$ cat src/pkg/fscr_pkg.sv
`default_nettype none
package fscr_pkg;
  // instruction codes
  localparam logic [7:0] OP_WR_ENABLE = 8'h06;
  localparam logic [7:0] OP_WR_DISABLE = 8'h04;
  localparam logic [7:0] OP_RD_STAT1 = 8'h05;
  localparam logic [7:0] OP_RD_STAT2 = 8'h35;
  localparam logic [7:0] OP_RD_STAT3 = 8'h15;
  localparam logic [7:0] OP_WR_STAT1 = 8'h01;
  localparam logic [7:0] OP_WR_STAT2 = 8'h31;
  localparam logic [7:0] OP_WR_STAT3 = 8'h11;
  localparam logic [7:0] OP_PAGE_PROG = 8'h02;
  localparam logic [7:0] OP_QUAD_PROG = 8'h32;
  localparam logic [7:0] OP_ERASE_4K = 8'h20;
  localparam logic [7:0] OP_ERASE_32K = 8'h52;
  localparam logic [7:0] OP_ERASE_64K = 8'hD8;
  localparam logic [7:0] OP_ERASE_ALL_A = 8'hC7;
  localparam logic [7:0] OP_ERASE_ALL_B = 8'h60;
  localparam logic [7:0] OP_SECREG_ERASE = 8'h44;
  localparam logic [7:0] OP_SECREG_PROG = 8'h42;
  localparam logic [7:0] OP_SUSPEND = 8'h75;
  localparam logic [7:0] OP_RESUME = 8'h7A;
  localparam logic [7:0] OP_PREFIX_A = 8'hAA;
  localparam logic [7:0] OP_PREFIX_B = 8'h55;
  // status byte one field positions
  localparam int S1_BUSY = 0;
  localparam int S1_WE_LATCH = 1;
  localparam int S1_BP_LO = 2;
  localparam int S1_TOP_BOT = 5;
  localparam int S1_SMALL = 6;
  localparam int S1_GUARD = 7;
  // status byte two field positions
  localparam int S2_LOCKDOWN = 0;
  localparam int S2_QUAD = 1;
  localparam int S2_SECLOCK_LO = 3;
  localparam int S2_COMPL = 6;
  localparam int S2_PAUSED = 7;
  // status byte three field positions
  localparam int S3_SCHEME = 2;
  localparam int S3_DRIVE_LO = 5;
  // reset values
  localparam logic [2:0] BP_RST = 3'h0;
  localparam logic [2:0] SECLOCK_RST = 3'h0;
  localparam logic [1:0] DRIVE_RST = 2'h3;
  // array geometry as log2 of byte counts
  localparam int ADDR_W = 23;
  localparam logic [4:0] LOG_PAGE = 5'h08;
  localparam logic [4:0] LOG_SECTOR = 5'h0C;
  localparam logic [4:0] LOG_BLK32 = 5'h0F;
  localparam logic [4:0] LOG_BLK64 = 5'h10;
  localparam logic [4:0] LOG_ARRAY = 5'h17;
  // status write duration in core clocks
  localparam int SR_WRITE_CYCLES_DEF = 16;
  typedef enum logic [1:0] {ST_CMD, ST_ADDR, ST_DATA, ST_READ} fscr_phase_t;
endpackage
`default_nettype wire

$ cat src/core/fscr_core.sv
// Operation
// - progress flag is 1 while program, erase or status write runs
// - while busy only status reads and suspend are obeyed
// - progress flag drops to 0 when the operation finishes
// - write enable sets the write enable latch
// - latch clears at reset, write disable, program, erase, status write
// - three block protect bits, writable, zero after reset
// - top_bottom_select 0 protects from top, 1 from bottom
// - small_granule_select picks 4KB sectors, else 64KB blocks
// - complement_protect inverts the protected region
// - guard and lockdown 0: write pin ignored, latch enables writes
// - guard 1, pin low: status writes refused
// - guard 1, pin high: status writes allowed with latch set
// - write pin gates status writes only outside quad mode
// - lockdown 1 refuses status writes until reset
// - AAh then 55h prefix sets a second lockdown bit, also cleared at reset
// - suspend 75h sets paused flag, resume 7Ah or reset clears
// - three security lock bits, set only, lock their register
// - quad_enable selects quad pin use, hold otherwise
// - scheme select 1 uses individual locks, all set at reset
// - two drive bits choose 100, 75, 50, 25 percent, default 25
// - reserved bits read zero, writes to them do nothing
// - program or erase touching protected space is ignored
`timescale 1ns/1ps
`default_nettype none
module fscr_core #(
  parameter int SR_WRITE_CYCLES = fscr_pkg::SR_WRITE_CYCLES_DEF
) (
  input wire logic core_clk_i,
  input wire logic rst_n_i,
  input wire logic spi_cs_n_i,
  input wire logic spi_sclk_i,
  input wire logic spi_mosi_i,
  input wire logic wp_n_i,
  input wire logic op_done_i,
  output logic spi_miso_o,
  output logic spi_miso_oe_o,
  output logic busy_o,
  output logic op_start_o,
  output logic [7:0] op_code_o,
  output logic [fscr_pkg::ADDR_W-1:0] op_addr_o,
  output logic op_suspend_o,
  output logic op_resume_o,
  output logic quad_enable_o,
  output logic [1:0] output_strength_o
);
  localparam int TW = $clog2(SR_WRITE_CYCLES + 1);
  localparam logic [TW-1:0] TMR_LOAD = TW'(SR_WRITE_CYCLES);

  // refuse a status write time shorter than one core clock
  if (SR_WRITE_CYCLES < 1) begin : g_chk
    $error("SR_WRITE_CYCLES must be at least 1");
  end

  logic cs_s1, cs_s2, cs_s3, sclk_s1, sclk_s2, sclk_s3, mosi_s1, mosi_s2, wp_s1, wp_s2;
  logic sclk_rise, sclk_fall, cs_rise, in_frame;
  logic [2:0] bit_cnt_q, byte_cnt_q;
  logic [6:0] shift_q;
  logic [7:0] byte_in, cmd_q, wdata_q, tx_q;
  logic [fscr_pkg::ADDR_W-1:0] addr_q;
  fscr_pkg::fscr_phase_t phase_q;
  logic busy_q, wel_q, sus_q, srp_q, srl_q, otp_q, tb_q, sec_q, cmp_q, qe_q, wps_q;
  logic [2:0] bp_q, lb_q;
  logic [1:0] drv_q, pfx_q;
  logic [TW-1:0] tmr_q;
  logic cmd_ok, one_byte, ex_wren, ex_wrdi, ex_sus, ex_res, wr_go, wr_allowed;
  logic is_arr, is_sec, len_ok, hit, ex_arr;
  logic [4:0] clog;

  function automatic logic is_read(input logic [7:0] c);
    return c == fscr_pkg::OP_RD_STAT1 || c == fscr_pkg::OP_RD_STAT2 ||
           c == fscr_pkg::OP_RD_STAT3;
  endfunction

  function automatic logic needs_addr(input logic [7:0] c);
    return c == fscr_pkg::OP_PAGE_PROG || c == fscr_pkg::OP_QUAD_PROG ||
           c == fscr_pkg::OP_ERASE_4K || c == fscr_pkg::OP_ERASE_32K ||
           c == fscr_pkg::OP_ERASE_64K || c == fscr_pkg::OP_SECREG_ERASE ||
           c == fscr_pkg::OP_SECREG_PROG;
  endfunction

  // live status bytes, reserved bits read zero
  function automatic logic [7:0] status_byte(input logic [7:0] c);
    logic [7:0] v;
    v = 8'h00;
    if (c == fscr_pkg::OP_RD_STAT1) begin
      v[fscr_pkg::S1_BUSY] = busy_q;
      v[fscr_pkg::S1_WE_LATCH] = wel_q;
      v[fscr_pkg::S1_BP_LO +: 3] = bp_q;
      v[fscr_pkg::S1_TOP_BOT] = tb_q;
      v[fscr_pkg::S1_SMALL] = sec_q;
      v[fscr_pkg::S1_GUARD] = srp_q;
    end else if (c == fscr_pkg::OP_RD_STAT2) begin
      v[fscr_pkg::S2_LOCKDOWN] = srl_q | otp_q;
      v[fscr_pkg::S2_QUAD] = qe_q;
      v[fscr_pkg::S2_SECLOCK_LO +: 3] = lb_q;
      v[fscr_pkg::S2_COMPL] = cmp_q;
      v[fscr_pkg::S2_PAUSED] = sus_q;
    end else begin
      v[fscr_pkg::S3_SCHEME] = wps_q;
      v[fscr_pkg::S3_DRIVE_LO +: 2] = drv_q;
    end
    return v;
  endfunction

  // protection test of an aligned 2^clog range at address a
  function automatic logic prot_hit(input logic [fscr_pkg::ADDR_W-1:0] a,
                                    input logic [4:0] cl);
    logic [4:0] r;
    logic [4:0] m;
    logic ov;
    logic inr;
    r = 5'h00;
    if (bp_q == 3'h7) begin
      r = fscr_pkg::LOG_ARRAY;
    end else if (sec_q) begin
      r = (bp_q >= 3'h4) ? fscr_pkg::LOG_BLK32 :
          5'(fscr_pkg::LOG_SECTOR + {2'h0, bp_q} - 5'h01);
    end else if (bp_q != 3'h0) begin
      r = 5'(fscr_pkg::LOG_BLK64 + {2'h0, bp_q});
    end
    m = (cl > r) ? cl : r;
    ov = 1'b1;
    inr = (cl <= r);
    for (int i = 0; i < fscr_pkg::ADDR_W; i++) begin
      if (5'(i) >= m && a[i] == tb_q) ov = 1'b0;
      if (5'(i) >= r && a[i] == tb_q) inr = 1'b0;
    end
    // individual locks all set after reset and never released here
    if (wps_q) return 1'b1;
    if (cmp_q) return !(bp_q != 3'h0 && inr);
    return bp_q != 3'h0 && ov;
  endfunction

  // two-flop synchronisers plus an edge-detect stage
  always_ff @(posedge core_clk_i or negedge rst_n_i) begin
    if (!rst_n_i) begin
      {cs_s1, cs_s2, cs_s3} <= 3'h7;
      {sclk_s1, sclk_s2, sclk_s3} <= 3'h0;
      {mosi_s1, mosi_s2, wp_s1, wp_s2} <= 4'h0;
    end else begin
      {cs_s1, cs_s2, cs_s3} <= {spi_cs_n_i, cs_s1, cs_s2};
      {sclk_s1, sclk_s2, sclk_s3} <= {spi_sclk_i, sclk_s1, sclk_s2};
      {mosi_s1, mosi_s2, wp_s1, wp_s2} <= {spi_mosi_i, mosi_s1, wp_n_i, wp_s1};
    end
  end

  assign sclk_rise = sclk_s2 & ~sclk_s3;
  assign sclk_fall = ~sclk_s2 & sclk_s3;
  assign cs_rise = cs_s2 & ~cs_s3;
  assign in_frame = ~cs_s2;
  assign byte_in = {shift_q, mosi_s2};

  // frame receiver: command, address and data bytes
  always_ff @(posedge core_clk_i or negedge rst_n_i) begin
    if (!rst_n_i) begin
      bit_cnt_q <= 3'h0;
      byte_cnt_q <= 3'h0;
      shift_q <= 7'h00;
      cmd_q <= 8'h00;
      wdata_q <= 8'h00;
      addr_q <= '0;
      phase_q <= fscr_pkg::ST_CMD;
    end else if (!in_frame) begin
      bit_cnt_q <= 3'h0;
      byte_cnt_q <= 3'h0;
      phase_q <= fscr_pkg::ST_CMD;
    end else if (sclk_rise) begin
      shift_q <= byte_in[6:0];
      bit_cnt_q <= bit_cnt_q + 3'h1;
      if (bit_cnt_q == 3'h7) begin
        if (byte_cnt_q != 3'h7) byte_cnt_q <= byte_cnt_q + 3'h1;
        case (phase_q)
          fscr_pkg::ST_CMD: begin
            cmd_q <= byte_in;
            phase_q <= is_read(byte_in) ? fscr_pkg::ST_READ :
                       needs_addr(byte_in) ? fscr_pkg::ST_ADDR : fscr_pkg::ST_DATA;
          end
          fscr_pkg::ST_ADDR: begin
            addr_q <= {addr_q[fscr_pkg::ADDR_W-9:0], byte_in};
            if (byte_cnt_q == 3'h3) phase_q <= fscr_pkg::ST_DATA;
          end
          fscr_pkg::ST_DATA: begin
            if (byte_cnt_q == 3'h1) wdata_q <= byte_in;
          end
          default: ;
        endcase
      end
    end
  end

  // status read shifter, reloaded each byte so the flags stay live
  always_ff @(posedge core_clk_i or negedge rst_n_i) begin
    if (!rst_n_i) begin
      tx_q <= 8'h00;
      spi_miso_o <= 1'b0;
      spi_miso_oe_o <= 1'b0;
    end else if (!in_frame) begin
      spi_miso_oe_o <= 1'b0;
    end else if (sclk_rise && bit_cnt_q == 3'h7 &&
                 (phase_q == fscr_pkg::ST_READ ||
                  (phase_q == fscr_pkg::ST_CMD && is_read(byte_in)))) begin
      tx_q <= status_byte(phase_q == fscr_pkg::ST_CMD ? byte_in : cmd_q);
    end else if (sclk_fall && phase_q == fscr_pkg::ST_READ) begin
      spi_miso_o <= tx_q[7];
      tx_q <= {tx_q[6:0], 1'b0};
      spi_miso_oe_o <= 1'b1;
    end
  end

  // instruction decode at the end of a whole-byte frame
  always_comb begin
    cmd_ok = cs_rise && bit_cnt_q == 3'h0 &&
             (!busy_q || is_read(cmd_q) || cmd_q == fscr_pkg::OP_SUSPEND);
    one_byte = cmd_ok && byte_cnt_q == 3'h1;
    ex_wren = one_byte && cmd_q == fscr_pkg::OP_WR_ENABLE;
    ex_wrdi = one_byte && cmd_q == fscr_pkg::OP_WR_DISABLE;
    ex_sus = one_byte && cmd_q == fscr_pkg::OP_SUSPEND && busy_q && tmr_q == '0 && !sus_q;
    ex_res = one_byte && cmd_q == fscr_pkg::OP_RESUME && sus_q;
    wr_allowed = wel_q && !srl_q && !otp_q && !(srp_q && !wp_s2 && !qe_q);
    wr_go = cmd_ok && byte_cnt_q == 3'h2 && wr_allowed &&
            (cmd_q == fscr_pkg::OP_WR_STAT1 || cmd_q == fscr_pkg::OP_WR_STAT2 ||
             cmd_q == fscr_pkg::OP_WR_STAT3);
    is_sec = cmd_q == fscr_pkg::OP_SECREG_ERASE || cmd_q == fscr_pkg::OP_SECREG_PROG;
    is_arr = 1'b1;
    len_ok = byte_cnt_q == 3'h4;
    clog = fscr_pkg::LOG_ARRAY;
    case (cmd_q)
      fscr_pkg::OP_PAGE_PROG, fscr_pkg::OP_QUAD_PROG: begin
        clog = fscr_pkg::LOG_PAGE;
        len_ok = byte_cnt_q >= 3'h5;
      end
      fscr_pkg::OP_SECREG_PROG: len_ok = byte_cnt_q >= 3'h5;
      fscr_pkg::OP_ERASE_4K: clog = fscr_pkg::LOG_SECTOR;
      fscr_pkg::OP_ERASE_32K: clog = fscr_pkg::LOG_BLK32;
      fscr_pkg::OP_ERASE_64K: clog = fscr_pkg::LOG_BLK64;
      fscr_pkg::OP_ERASE_ALL_A, fscr_pkg::OP_ERASE_ALL_B: len_ok = byte_cnt_q == 3'h1;
      fscr_pkg::OP_SECREG_ERASE: ;
      default: is_arr = 1'b0;
    endcase
    hit = is_sec ? (addr_q[13:12] == 2'h0 || lb_q[addr_q[13:12] - 2'h1]) :
          prot_hit(addr_q, clog);
    ex_arr = cmd_ok && is_arr && len_ok && wel_q && !sus_q && !hit;
  end

  always_ff @(posedge core_clk_i or negedge rst_n_i) begin
    if (!rst_n_i) wel_q <= 1'b0;
    else if (ex_wren) wel_q <= 1'b1;
    else if (ex_wrdi || wr_go || ex_arr) wel_q <= 1'b0;
  end

  always_ff @(posedge core_clk_i or negedge rst_n_i) begin
    if (!rst_n_i) begin
      busy_q <= 1'b0;
      tmr_q <= '0;
    end else begin
      if (wr_go) tmr_q <= TMR_LOAD;
      else if (tmr_q != '0) tmr_q <= tmr_q - TW'(1);
      if (ex_arr || wr_go || ex_res) busy_q <= 1'b1;
      else if (ex_sus || tmr_q == TW'(1) || (op_done_i && tmr_q == '0)) busy_q <= 1'b0;
    end
  end

  always_ff @(posedge core_clk_i or negedge rst_n_i) begin
    if (!rst_n_i) sus_q <= 1'b0;
    else if (ex_sus) sus_q <= 1'b1;
    else if (ex_res) sus_q <= 1'b0;
  end

  // prefix tracker, only consecutive AAh, 55h frames count
  always_ff @(posedge core_clk_i or negedge rst_n_i) begin
    if (!rst_n_i) pfx_q <= 2'h0;
    else if (cs_rise) begin
      if (one_byte && cmd_q == fscr_pkg::OP_PREFIX_A) pfx_q <= 2'h1;
      else if (one_byte && cmd_q == fscr_pkg::OP_PREFIX_B && pfx_q == 2'h1) pfx_q <= 2'h2;
      else pfx_q <= 2'h0;
    end
  end

  always_ff @(posedge core_clk_i or negedge rst_n_i) begin
    if (!rst_n_i) begin
      {srp_q, sec_q, tb_q, srl_q, otp_q, cmp_q, qe_q, wps_q} <= 8'h00;
      bp_q <= fscr_pkg::BP_RST;
      lb_q <= fscr_pkg::SECLOCK_RST;
      drv_q <= fscr_pkg::DRIVE_RST;
    end else if (wr_go) begin
      case (cmd_q)
        fscr_pkg::OP_WR_STAT1: begin
          bp_q <= wdata_q[fscr_pkg::S1_BP_LO +: 3];
          tb_q <= wdata_q[fscr_pkg::S1_TOP_BOT];
          sec_q <= wdata_q[fscr_pkg::S1_SMALL];
          srp_q <= wdata_q[fscr_pkg::S1_GUARD];
        end
        fscr_pkg::OP_WR_STAT2: begin
          srl_q <= wdata_q[fscr_pkg::S2_LOCKDOWN];
          otp_q <= wdata_q[fscr_pkg::S2_LOCKDOWN] && pfx_q == 2'h2;
          qe_q <= wdata_q[fscr_pkg::S2_QUAD];
          lb_q <= lb_q | wdata_q[fscr_pkg::S2_SECLOCK_LO +: 3];
          cmp_q <= wdata_q[fscr_pkg::S2_COMPL];
        end
        default: begin
          wps_q <= wdata_q[fscr_pkg::S3_SCHEME];
          drv_q <= wdata_q[fscr_pkg::S3_DRIVE_LO +: 2];
        end
      endcase
    end
  end

  // array engine handshake and configuration outputs
  always_ff @(posedge core_clk_i or negedge rst_n_i) begin
    if (!rst_n_i) begin
      {op_start_o, op_suspend_o, op_resume_o, quad_enable_o} <= 4'h0;
      op_code_o <= 8'h00;
      op_addr_o <= '0;
      output_strength_o <= fscr_pkg::DRIVE_RST;
    end else begin
      op_start_o <= ex_arr;
      op_suspend_o <= ex_sus;
      op_resume_o <= ex_res;
      quad_enable_o <= qe_q;
      output_strength_o <= drv_q;
      if (ex_arr) begin
        op_code_o <= cmd_q;
        op_addr_o <= addr_q;
      end
    end
  end

  assign busy_o = busy_q;
endmodule
`default_nettype wire

$ cat config.mk
export PLATFORM = sky130hd
export DESIGN_NAME = fscr_core
export DESIGN_NICKNAME = d
export VERILOG_FILES = /design/src/pkg/fscr_pkg.sv /design/src/core/fscr_core.sv
export SDC_FILE = /design/constraint.sdc
export NUM_CORES = 1
export LEC_CHECK = 0
export CAP_MARGIN = 20
export CORE_MARGIN = 10
export CORE_UTILIZATION = 30
export CTS_CLUSTER_DIAMETER = 80
export CTS_CLUSTER_SIZE = 40
export DETAILED_ROUTE_END_ITERATION = 7
export DONT_BUFFER_PORTS = 1
export PLACE_DENSITY_LB_ADDON = 0.08
export RECOVER_POWER = 25
export SLEW_MARGIN = 30
export SYNTH_ARGS = -nofsm -noshare
export SYNTH_HDL_FRONTEND = slang
export SYNTH_SLANG_ARGS = --single-unit
$ cat constraint.sdc
create_clock -name core_clk_i -period 9.3 [get_ports core_clk_i]
set_input_delay 0.93 -clock core_clk_i [delete_from_list [all_inputs] [get_ports core_clk_i]]
set_output_delay 0.93 -clock core_clk_i [all_outputs]
set_load 0.02 [all_outputs]
==> flow_summary.json, run 1 <==
{
  "clk_pin_slew_ns": 0.07,
  "synth_top_area_share_pct": 43.79,
  "cts_resized": 0,
  "drc": 0,
  "finalCritPeriodShare_pct": 57.07,
  "irDropWorstVdd_mv": 0.1008,
  "r2r_cells": 18,
  "clk_path_buf_depth": 2,
  "dp_hpwl_mm": 16.51,
  "synth_xor_area_share_pct": 2.004,
  "final_core_util_pct": 33.84,
  "p_leak_nw": 3.716,
  "synthSimpleGateAreaFrac_pct": 17.06,
  "seqCellArea_um2": 3437,
  "syn_inst": 717,
  "cts_tree": "built",
  "grt_pass1_wl_mm": 34.56,
  "async_reset_ff_share_pct": 100.0,
  "cts_setup_buffers": 0,
  "r2r_end": "busy_o$_DFFE_PN0P_",
  "die_h_um": 177.4,
  "synth_cell_type_count": 78,
  "drt-wirelength-per-cell_um": 21.32,
  "grt_overflow": 0,
  "nets": 738,
  "grt_pass1_vias": 5476,
  "synthMuxAreaShare_pct": 13.35,
  "cts_buffers": 17,
  "status": "completed",
  "io_pins": 47,
  "wirelength_mm": 22.33,
  "cts.htree.levels": 4,
  "io_buffer_count": 0,
  "ys_seq_area_share_pct": 46.26,
  "crit_type": "reg2reg",
  "synth_seq_cells": 137,
  "vias_per_cell": 5.263,
  "grt_usage_pct": 14.38,
  "synth_area_leaders": "dfrtp_1, mux2_2, mux2_1, ha_1, nand2_1",
  "n_fill_cell": 2456,
  "clock-skew-final_ns": 0.01329,
  "cp-endpoint": "busy_o$_DFFE_PN0P_",
  "die_x_um": 177.4,
  "dr.pass1.iters": 5,
  "synthAdderAreaFrac_pct": 3.705,
  "grt_setup_unrepaired": "no",
  "core.rowCount": 57,
  "drv_cap": 0,
  "syn_area_per_cell_um2": 10.36,
  "gp_congestion": 0.8814,
  "start_util_pct": 30.55,
  "maxSlewViolCount": 0,
  "drt_iter0_drc": 394,
  "syn_area_um2": 7430,
  "dieArea_um2": 31460,
  "finalHoldViolCount": 0,
  "synth-compound-area-share_pct": 13.62,
  "crit_path_start_kind": "flop",
  "fmax_mhz": 188.4,
  "grt_max_degree": 138,
  "core_um2": 24320,
  "relSlewSlack_pct": 39.66,
  "final_cells": 1047,
  "setup_viol": 0,
  "crit_start": "bp_q[0]$_DFFE_PN0P_",
  "period_needed_ns": 5.308,
  "critPathMaxFanout": 34,
  "p_total_mw": 1.332,
  "grt_antenna_before_repair": 0,
  "synth_top_family_by_area": "simple AND/OR/NAND/NOR gates",
  "clock_sinks": 137,
  "root_buffer": "clkbuf_16",
  "synth_top_area_cell": "dfrtp_1",
  "clkLatencyLatePin_ns": 0.42,
  "r2r_start": "bp_q[0]$_DFFE_PN0P_",
  "area_growth_pct": 10.76,
  "cp-end-kind": "flop",
  "synth_warnings": 0,
  "ys.flop_type": "dfrtp_1",
  "antenna_left": 0,
  "num_vias": 5510,
  "placedCellCount": 1014,
  "critPathRequiredTime_ns": 9.59,
  "worst_pin_slew_ns": 0.9051,
  "drive_above_1_share_pct": 15.65,
  "cellPowerDensity_nw_per_um2": 161.8,
  "cts_hold_buf": 0,
  "synth_edf_count": 0,
  "tns_ns": 0,
  "min_path_type": "in2async",
  "multi_input_area_um2": 3705,
  "syn-num-nets": 746,
  "r2r_setup_slack_ns": 3.99,
  "arrival_ns": 5.60
}
[layout by cell type, fill, tap and decap left out, types with 5 or more instances in the layout]
master / instances
dfrtp_1: 130
nand2_1: 66
nor2_1: 57
mux2_2: 53
o21ai_0: 36
mux2_1: 28
inv_1: 27
a21oi_1: 25
ha_1: 22
nor2b_1: 19
clkbuf_16: 17
nand2b_1: 16
nor3_1: 11
or3_1: 10
a31oi_1: 10
a21o_1: 10
nor4_1: 9
nand3_1: 9
xor2_1: 9
o31ai_1: 9
xnor2_1: 8
mux2i_1: 8
o221ai_1: 7
dfstp_2: 7
nand4_1: 6
a221oi_1: 6
and3_1: 5
[worst max-delay path, stage by stage, from the launching register on]
cell and delay, ns:
dfrtp_1 0.45, inv_1 0.11, ha_1 0.21, inv_1 0.05
ha_1 0.17, and2b_1 0.21, o21a_1 0.22, nor2_1 0.32
inv_2 0.13, ha_1 0.30, and3_1 0.18, o21ai_0 0.12
a32o_1 0.55, mux2i_1 0.43, o221ai_1 0.16, a32oi_1 0.27
nand4_1 0.12, and4b_2 0.53, or4_4 0.63
[per-layer routing]
layer  share of wire (%)  GRT usage, %  vias to the layer above
li1                    -             -                     2592
met3                 3.9         3.102                       21
met4                 1.1         3.960                        0
met5                   0             0                        -
met1                  49         19.85                     2805
met2                  47         22.21                       92
[power breakdown]
group | internal (mW) | switching (mW)
clock | 0.353 | 0.276
combinational | 0.0263 | 0.0192
sequential | 0.611 | 0.0464
total | 0.990 | 0.342
[synthesized netlist by cell type, types with 4 or more instances]
cell	n
o21ai_0	36
ha_1	22
xnor2_1	8
dfrtp_1	130
dfstp_2	7
mux2_1	28
a21o_1	10
xor2_1	9
nor2_1	57
or3_1	10
a31oi_1	10
inv_1	27
nor3_1	12
a32oi_1	4
o22ai_1	4
o31ai_1	9
nor4_1	9
nand3_1	9
a221oi_1	6
o211ai_1	4
a21oi_1	25
nand2b_1	16
nand4_1	6
clkbuf_1	16
nor3b_1	4
mux2i_1	8
and3_1	5
buf_2	6
o221ai_1	7
mux2_2	53
nand2_1	67
o21a_1	4
nor2b_1	19
[cells by family (layout without fill, tap and decap cells)]
kind of cell,after synthesis,after routing
adders and majority gates,22,22
AOI/OAI and AO/OA,149,149
muxes,89,89
and+or+nand+nor,242,242
buffers and inverters,61,66
other,0,1
DFF,137,137
xor gates and xnor gates,17,17
[flip-flops by register name, summed over array words and instances (netlist names), 2 cells and up]
register / flops
addr_q: 23
bit_cnt_q: 3
bp_q: 3
byte_cnt_q: 3
cmd_q: 8
drv_q: 2
lb_q: 3
op_addr_o: 23
op_code_o: 8
output_strength_o: 2
pfx_q: 2
phase_q: 2
shift_q: 7
tmr_q: 5
tx_q: 8
wdata_q: 8
[final cells by class]
class	count	area share [%]
Inverter	31	1.414
Sequential cell	137	41.77
Tap cell	324	4.926
Antenna cell	1	0.03041
Timing Repair Buffer	3	0.2737
Clock inverter	11	1.095
Clock buffer	21	5.474
Multi-Input combinational cell	519	45.02
[through the flow]
stage	worst slack, ns	hold WS, ns	instance area (um2)
global route	3.684	0.1750	8227
detailed placement	4.010	0.3347	7686
finish	3.992	0.1989	8229
floorplan	5.119	0.3312	7430
CTS	3.976	0.1758	8227
global placement	3.760	0.3341	7671
[worst min path at each step]
stage,from,to
finish,rst_n_i,addr_q[12]$_DFFE_PN0P_
global route,rst_n_i,addr_q[12]$_DFFE_PN0P_
CTS,rst_n_i,addr_q[12]$_DFFE_PN0P_
detailed placement,sclk_s1$_DFF_PN0_,sclk_s2$_DFF_PN0_
global placement,mosi_s1$_DFF_PN0_,mosi_s2$_DFF_PN0_
floorplan,mosi_s1$_DFF_PN0_,mosi_s2$_DFF_PN0_
(Power assumes the default switching activity.)
==> run 2: changes to the inputs <==
--- a/config.mk
+++ b/config.mk
@@ -5,6 +5,7 @@
 export SDC_FILE = /design/constraint.sdc
 export NUM_CORES = 1
 export LEC_CHECK = 0
+export ABC_AREA = 1
 export CAP_MARGIN = 20
 export CORE_MARGIN = 10
 export CORE_UTILIZATION = 30
==> constraint.sdc (replaced) <==
create_clock -name core_clk_i -period 4.4 [get_ports core_clk_i]
set_input_delay 0.44 -clock core_clk_i [delete_from_list [all_inputs] [get_ports core_clk_i]]
set_output_delay 0.44 -clock core_clk_i [all_outputs]
set_load 0.02 [all_outputs]
==> run 2 against run 1 <==
  * The flow now finishes with violations (capacitance limit, slew limit)
  * Clock-buffer cell count down 3
  * Die area up 0.15%
  * Worst setup slack worse by 3.5 ns
  * Maximum frequency up 35%
  * Largest cell class unchanged
==> flow_summary.json, run 2 <==
{
  "status": "complete, but fails checks",
  "violations": "capacitance limit, slew limit",
  "ys.flop_type": "dfrtp_1",
  "grt_overflow": 0,
  "cellPowerDensity_nw_per_um2": 365.3,
  "n_fill_cell": 2624,
  "syn_inst": 916,
  "wirelength_mm": 21.24,
  "ys_seq_area_share_pct": 46.18,
  "vias_per_cell": 4.671,
  "start_util_pct": 30.51,
  "dp_hpwl_mm": 15.77,
  "grt_usage_pct": 14.13,
  "drive_above_1_share_pct": 15.37,
  "die_x_um": 177.5,
  "hold_ws_ns": 0.03068,
  "crit_path_start_kind": "flop",
  "drc": 0,
  "synth_edf_count": 0,
  "syn_area_per_cell_um2": 8.125,
  "syn_area_um2": 7442,
  "core_um2": 24390,
  "synth_warnings": 0,
  "crit_type": "reg2reg",
  "period_needed_ns": 3.921,
  "antenna_cells": 0,
  "synth_cell_type_count": 48,
  "crit_top_cell": "nand2_1",
  "die_h_um": 177.5,
  "clkLatencyLatePin_ns": 0.43,
  "nets": 953,
  "final_common_cell": "nand2_1",
  "relSlewSlack_pct": -114.8,
  "fmax_mhz": 255.1,
  "root_buffer": "clkbuf_16",
  "core.rowCount": 57,
  "io_buffer_count": 0,
  "synth_top_area_cell": "dfrtp_1",
  "setup_viol": 0,
  "critPathRequiredTime_ns": 4.76,
  "async_reset_ff_share_pct": 100.0,
  "cts.htree.levels": 4,
  "synth_seq_cells": 137,
  "drt_iter0_drc": 399,
  "grt_pass1_vias": 5965,
  "cp-end-kind": "flop",
  "clock-skew-final_ns": 0.02379,
  "irDropWorstVdd_mv": 0.1999,
  "clk_path_buf_depth": 2,
  "synth_top_area_share_pct": 43.71,
  "crit_slowest_cell": "dfrtp_1",
  "syn-num-nets": 945,
  "io_pins": 47,
  "layout_common_cells": "nand2_1, dfrtp_1, o21ai_0",
  "yosysMostFrequentCell": "nand2_1",
  "num_vias": 5890,
  "dieArea_um2": 31510,
  "grt_antenna_before_repair": 0,
  "finalCritPeriodShare_pct": 89.11,
  "drv_cap": 1,
  "netlist_top_cells_count": "nand2_1, dfrtp_1, o21ai_0",
  "grt_pass1_wl_mm": 34.71,
  "dr.pass1.iters": 5,
  "cp_slowest_stage_delay_ns": 0.46,
  "gp_congestion": 0.9271,
  "grt_setup_unrepaired": "no",
  "p_leak_nw": 3.960,
  "reg_top3": "addr_q x23, op_addr_o x23",
  "grt_max_degree": 138,
  "drt-wirelength-per-cell_um": 16.84,
  "maxSlewViolCount": 138,
  "critPathMaxFanout": 29,
  "tns_ns": 0,
  "clk_pin_slew_ns": 0.07,
  "antenna_left": 0,
  "worst_pin_slew_ns": 3.223,
  "clock_sinks": 137,
  "min_path_type": "in2reg",
  "synth_area_leaders": "dfrtp_1, nand2_1, o21ai_0, inv_1, ha_1",
  "finalHoldViolCount": 0,
  "cts_buffers": 17,
  "area_growth_pct": 14.34,
  "arrival_ns": 4.28,
  "cts_tree": "built"
}
==> run 2: cell types whose count changed in the layout (fill, tap and decap cells not counted), sizes merged, moves of 14 or more <==
cell and delta:
mux2 -80, nor2b -19, inv +87, xnor2 +14
nand2b -16, o21ai +112, nand3 +34, nand2 +183
==> run 2: cells by family after synthesis <==
group	after synthesis	share of synthesized area [%]
simple gates	393	23.27
buf+inv	141	7.952
flops	137	46.18
mux	1	0.1513
fa+ha+maj	22	3.699
xor+xnor	23	2.707
compound gates	199	16.04
==> run 2: layout make-up <==
cell class | instances | area [um2] | share of cell area (%)
multi-input cells | 638 | 3446 | 40.49
flip-flops and latches | 137 | 3437 | 40.39
clock buffers | 18 | 439.2 | 5.161
inverters | 117 | 439.2 | 5.161
well taps | 324 | 405.4 | 4.764
clock inverters | 14 | 234.0 | 2.750
repair buffers | 13 | 108.9 | 1.279
==> run 2: critical path: cells and delay by family, from the launching register on <==
family / cells / cell delay [ns]
and+or+nand+nor: 24 / 2.70
DFF: 1 / 0.46
buffers and inverters: 2 / 0.32
adders and majority gates: 1 / 0.28
AOI/OAI and AO/OA: 1 / 0.06
==> run 2: final timing paths <==
path / to / cells after the start / slack (ns) / start
min reg2reg: wp_s2$_DFF_PN0_ / 0 / 0.35 / wp_s1$_DFF_PN0_
min: mosi_s1$_DFF_PN0_ / 0 / 0.03 / spi_mosi_i
max: op_addr_o[11]$_DFFE_PN0P_ / 28 / 0.48 / cmd_q[6]$_DFFE_PN0P_
min in group asynchronous: op_addr_o[16]$_DFFE_PN0P_ / 2 / 1.50 / rst_n_i
max in group asynchronous: tb_q$_DFFE_PN0P_ / 2 / 0.81 / rst_n_i
max reg2reg: op_addr_o[11]$_DFFE_PN0P_ / 28 / 0.48 / cmd_q[6]$_DFFE_PN0P_
==> run 2: power by group <==
part	internal (mW)	switching, mW	total [mW]
Sequential	1.28	0.0262	1.31
Combinational	0.0317	0.109	0.141
Clock	1.04	0.620	1.66
==> run 2: stage by stage <==
stage | worst slack (ns) | power, mW | cell area (um2) | cells | util, %
global route | 0.003808 | 3.234 | 8509 | 1261 | 34.89
global placement | 0.2261 | 1.452 | 7789 | 1226 | 31.93
floorplan | 1.156 | 1.400 | 7442 | 916 | -
detailed placement | 0.2659 | 1.449 | 7789 | 1226 | 31.93
CTS | 0.2513 | 3.162 | 8499 | 1260 | 34.85
finish | 0.4792 | 3.109 | 8509 | 1261 | 34.89
==> run 2: routing by layer <==
metal / vias up / share of wire, % / track usage, %
li1: 3003 / - / -
met1: 2782 / 48 / 18.59
met2: 83 / 47 / 22.72
met5: - / 0 / 0
met4: 0 / 2.0 / 4.759
met3: 22 / 3.2 / 2.847
==> run 2: repair_timing <==
| action | 4_1_cts | 5_1_grt |
|---|---|---|
| setup endpoints to repair | 0 | 33 |
| hold buffers | 2 | 1 |
| endpoints found under the hold margin | 138 | 3 |
| buffers inserted | 0 | 0 |
| gates resized for setup | 0 | 6 |
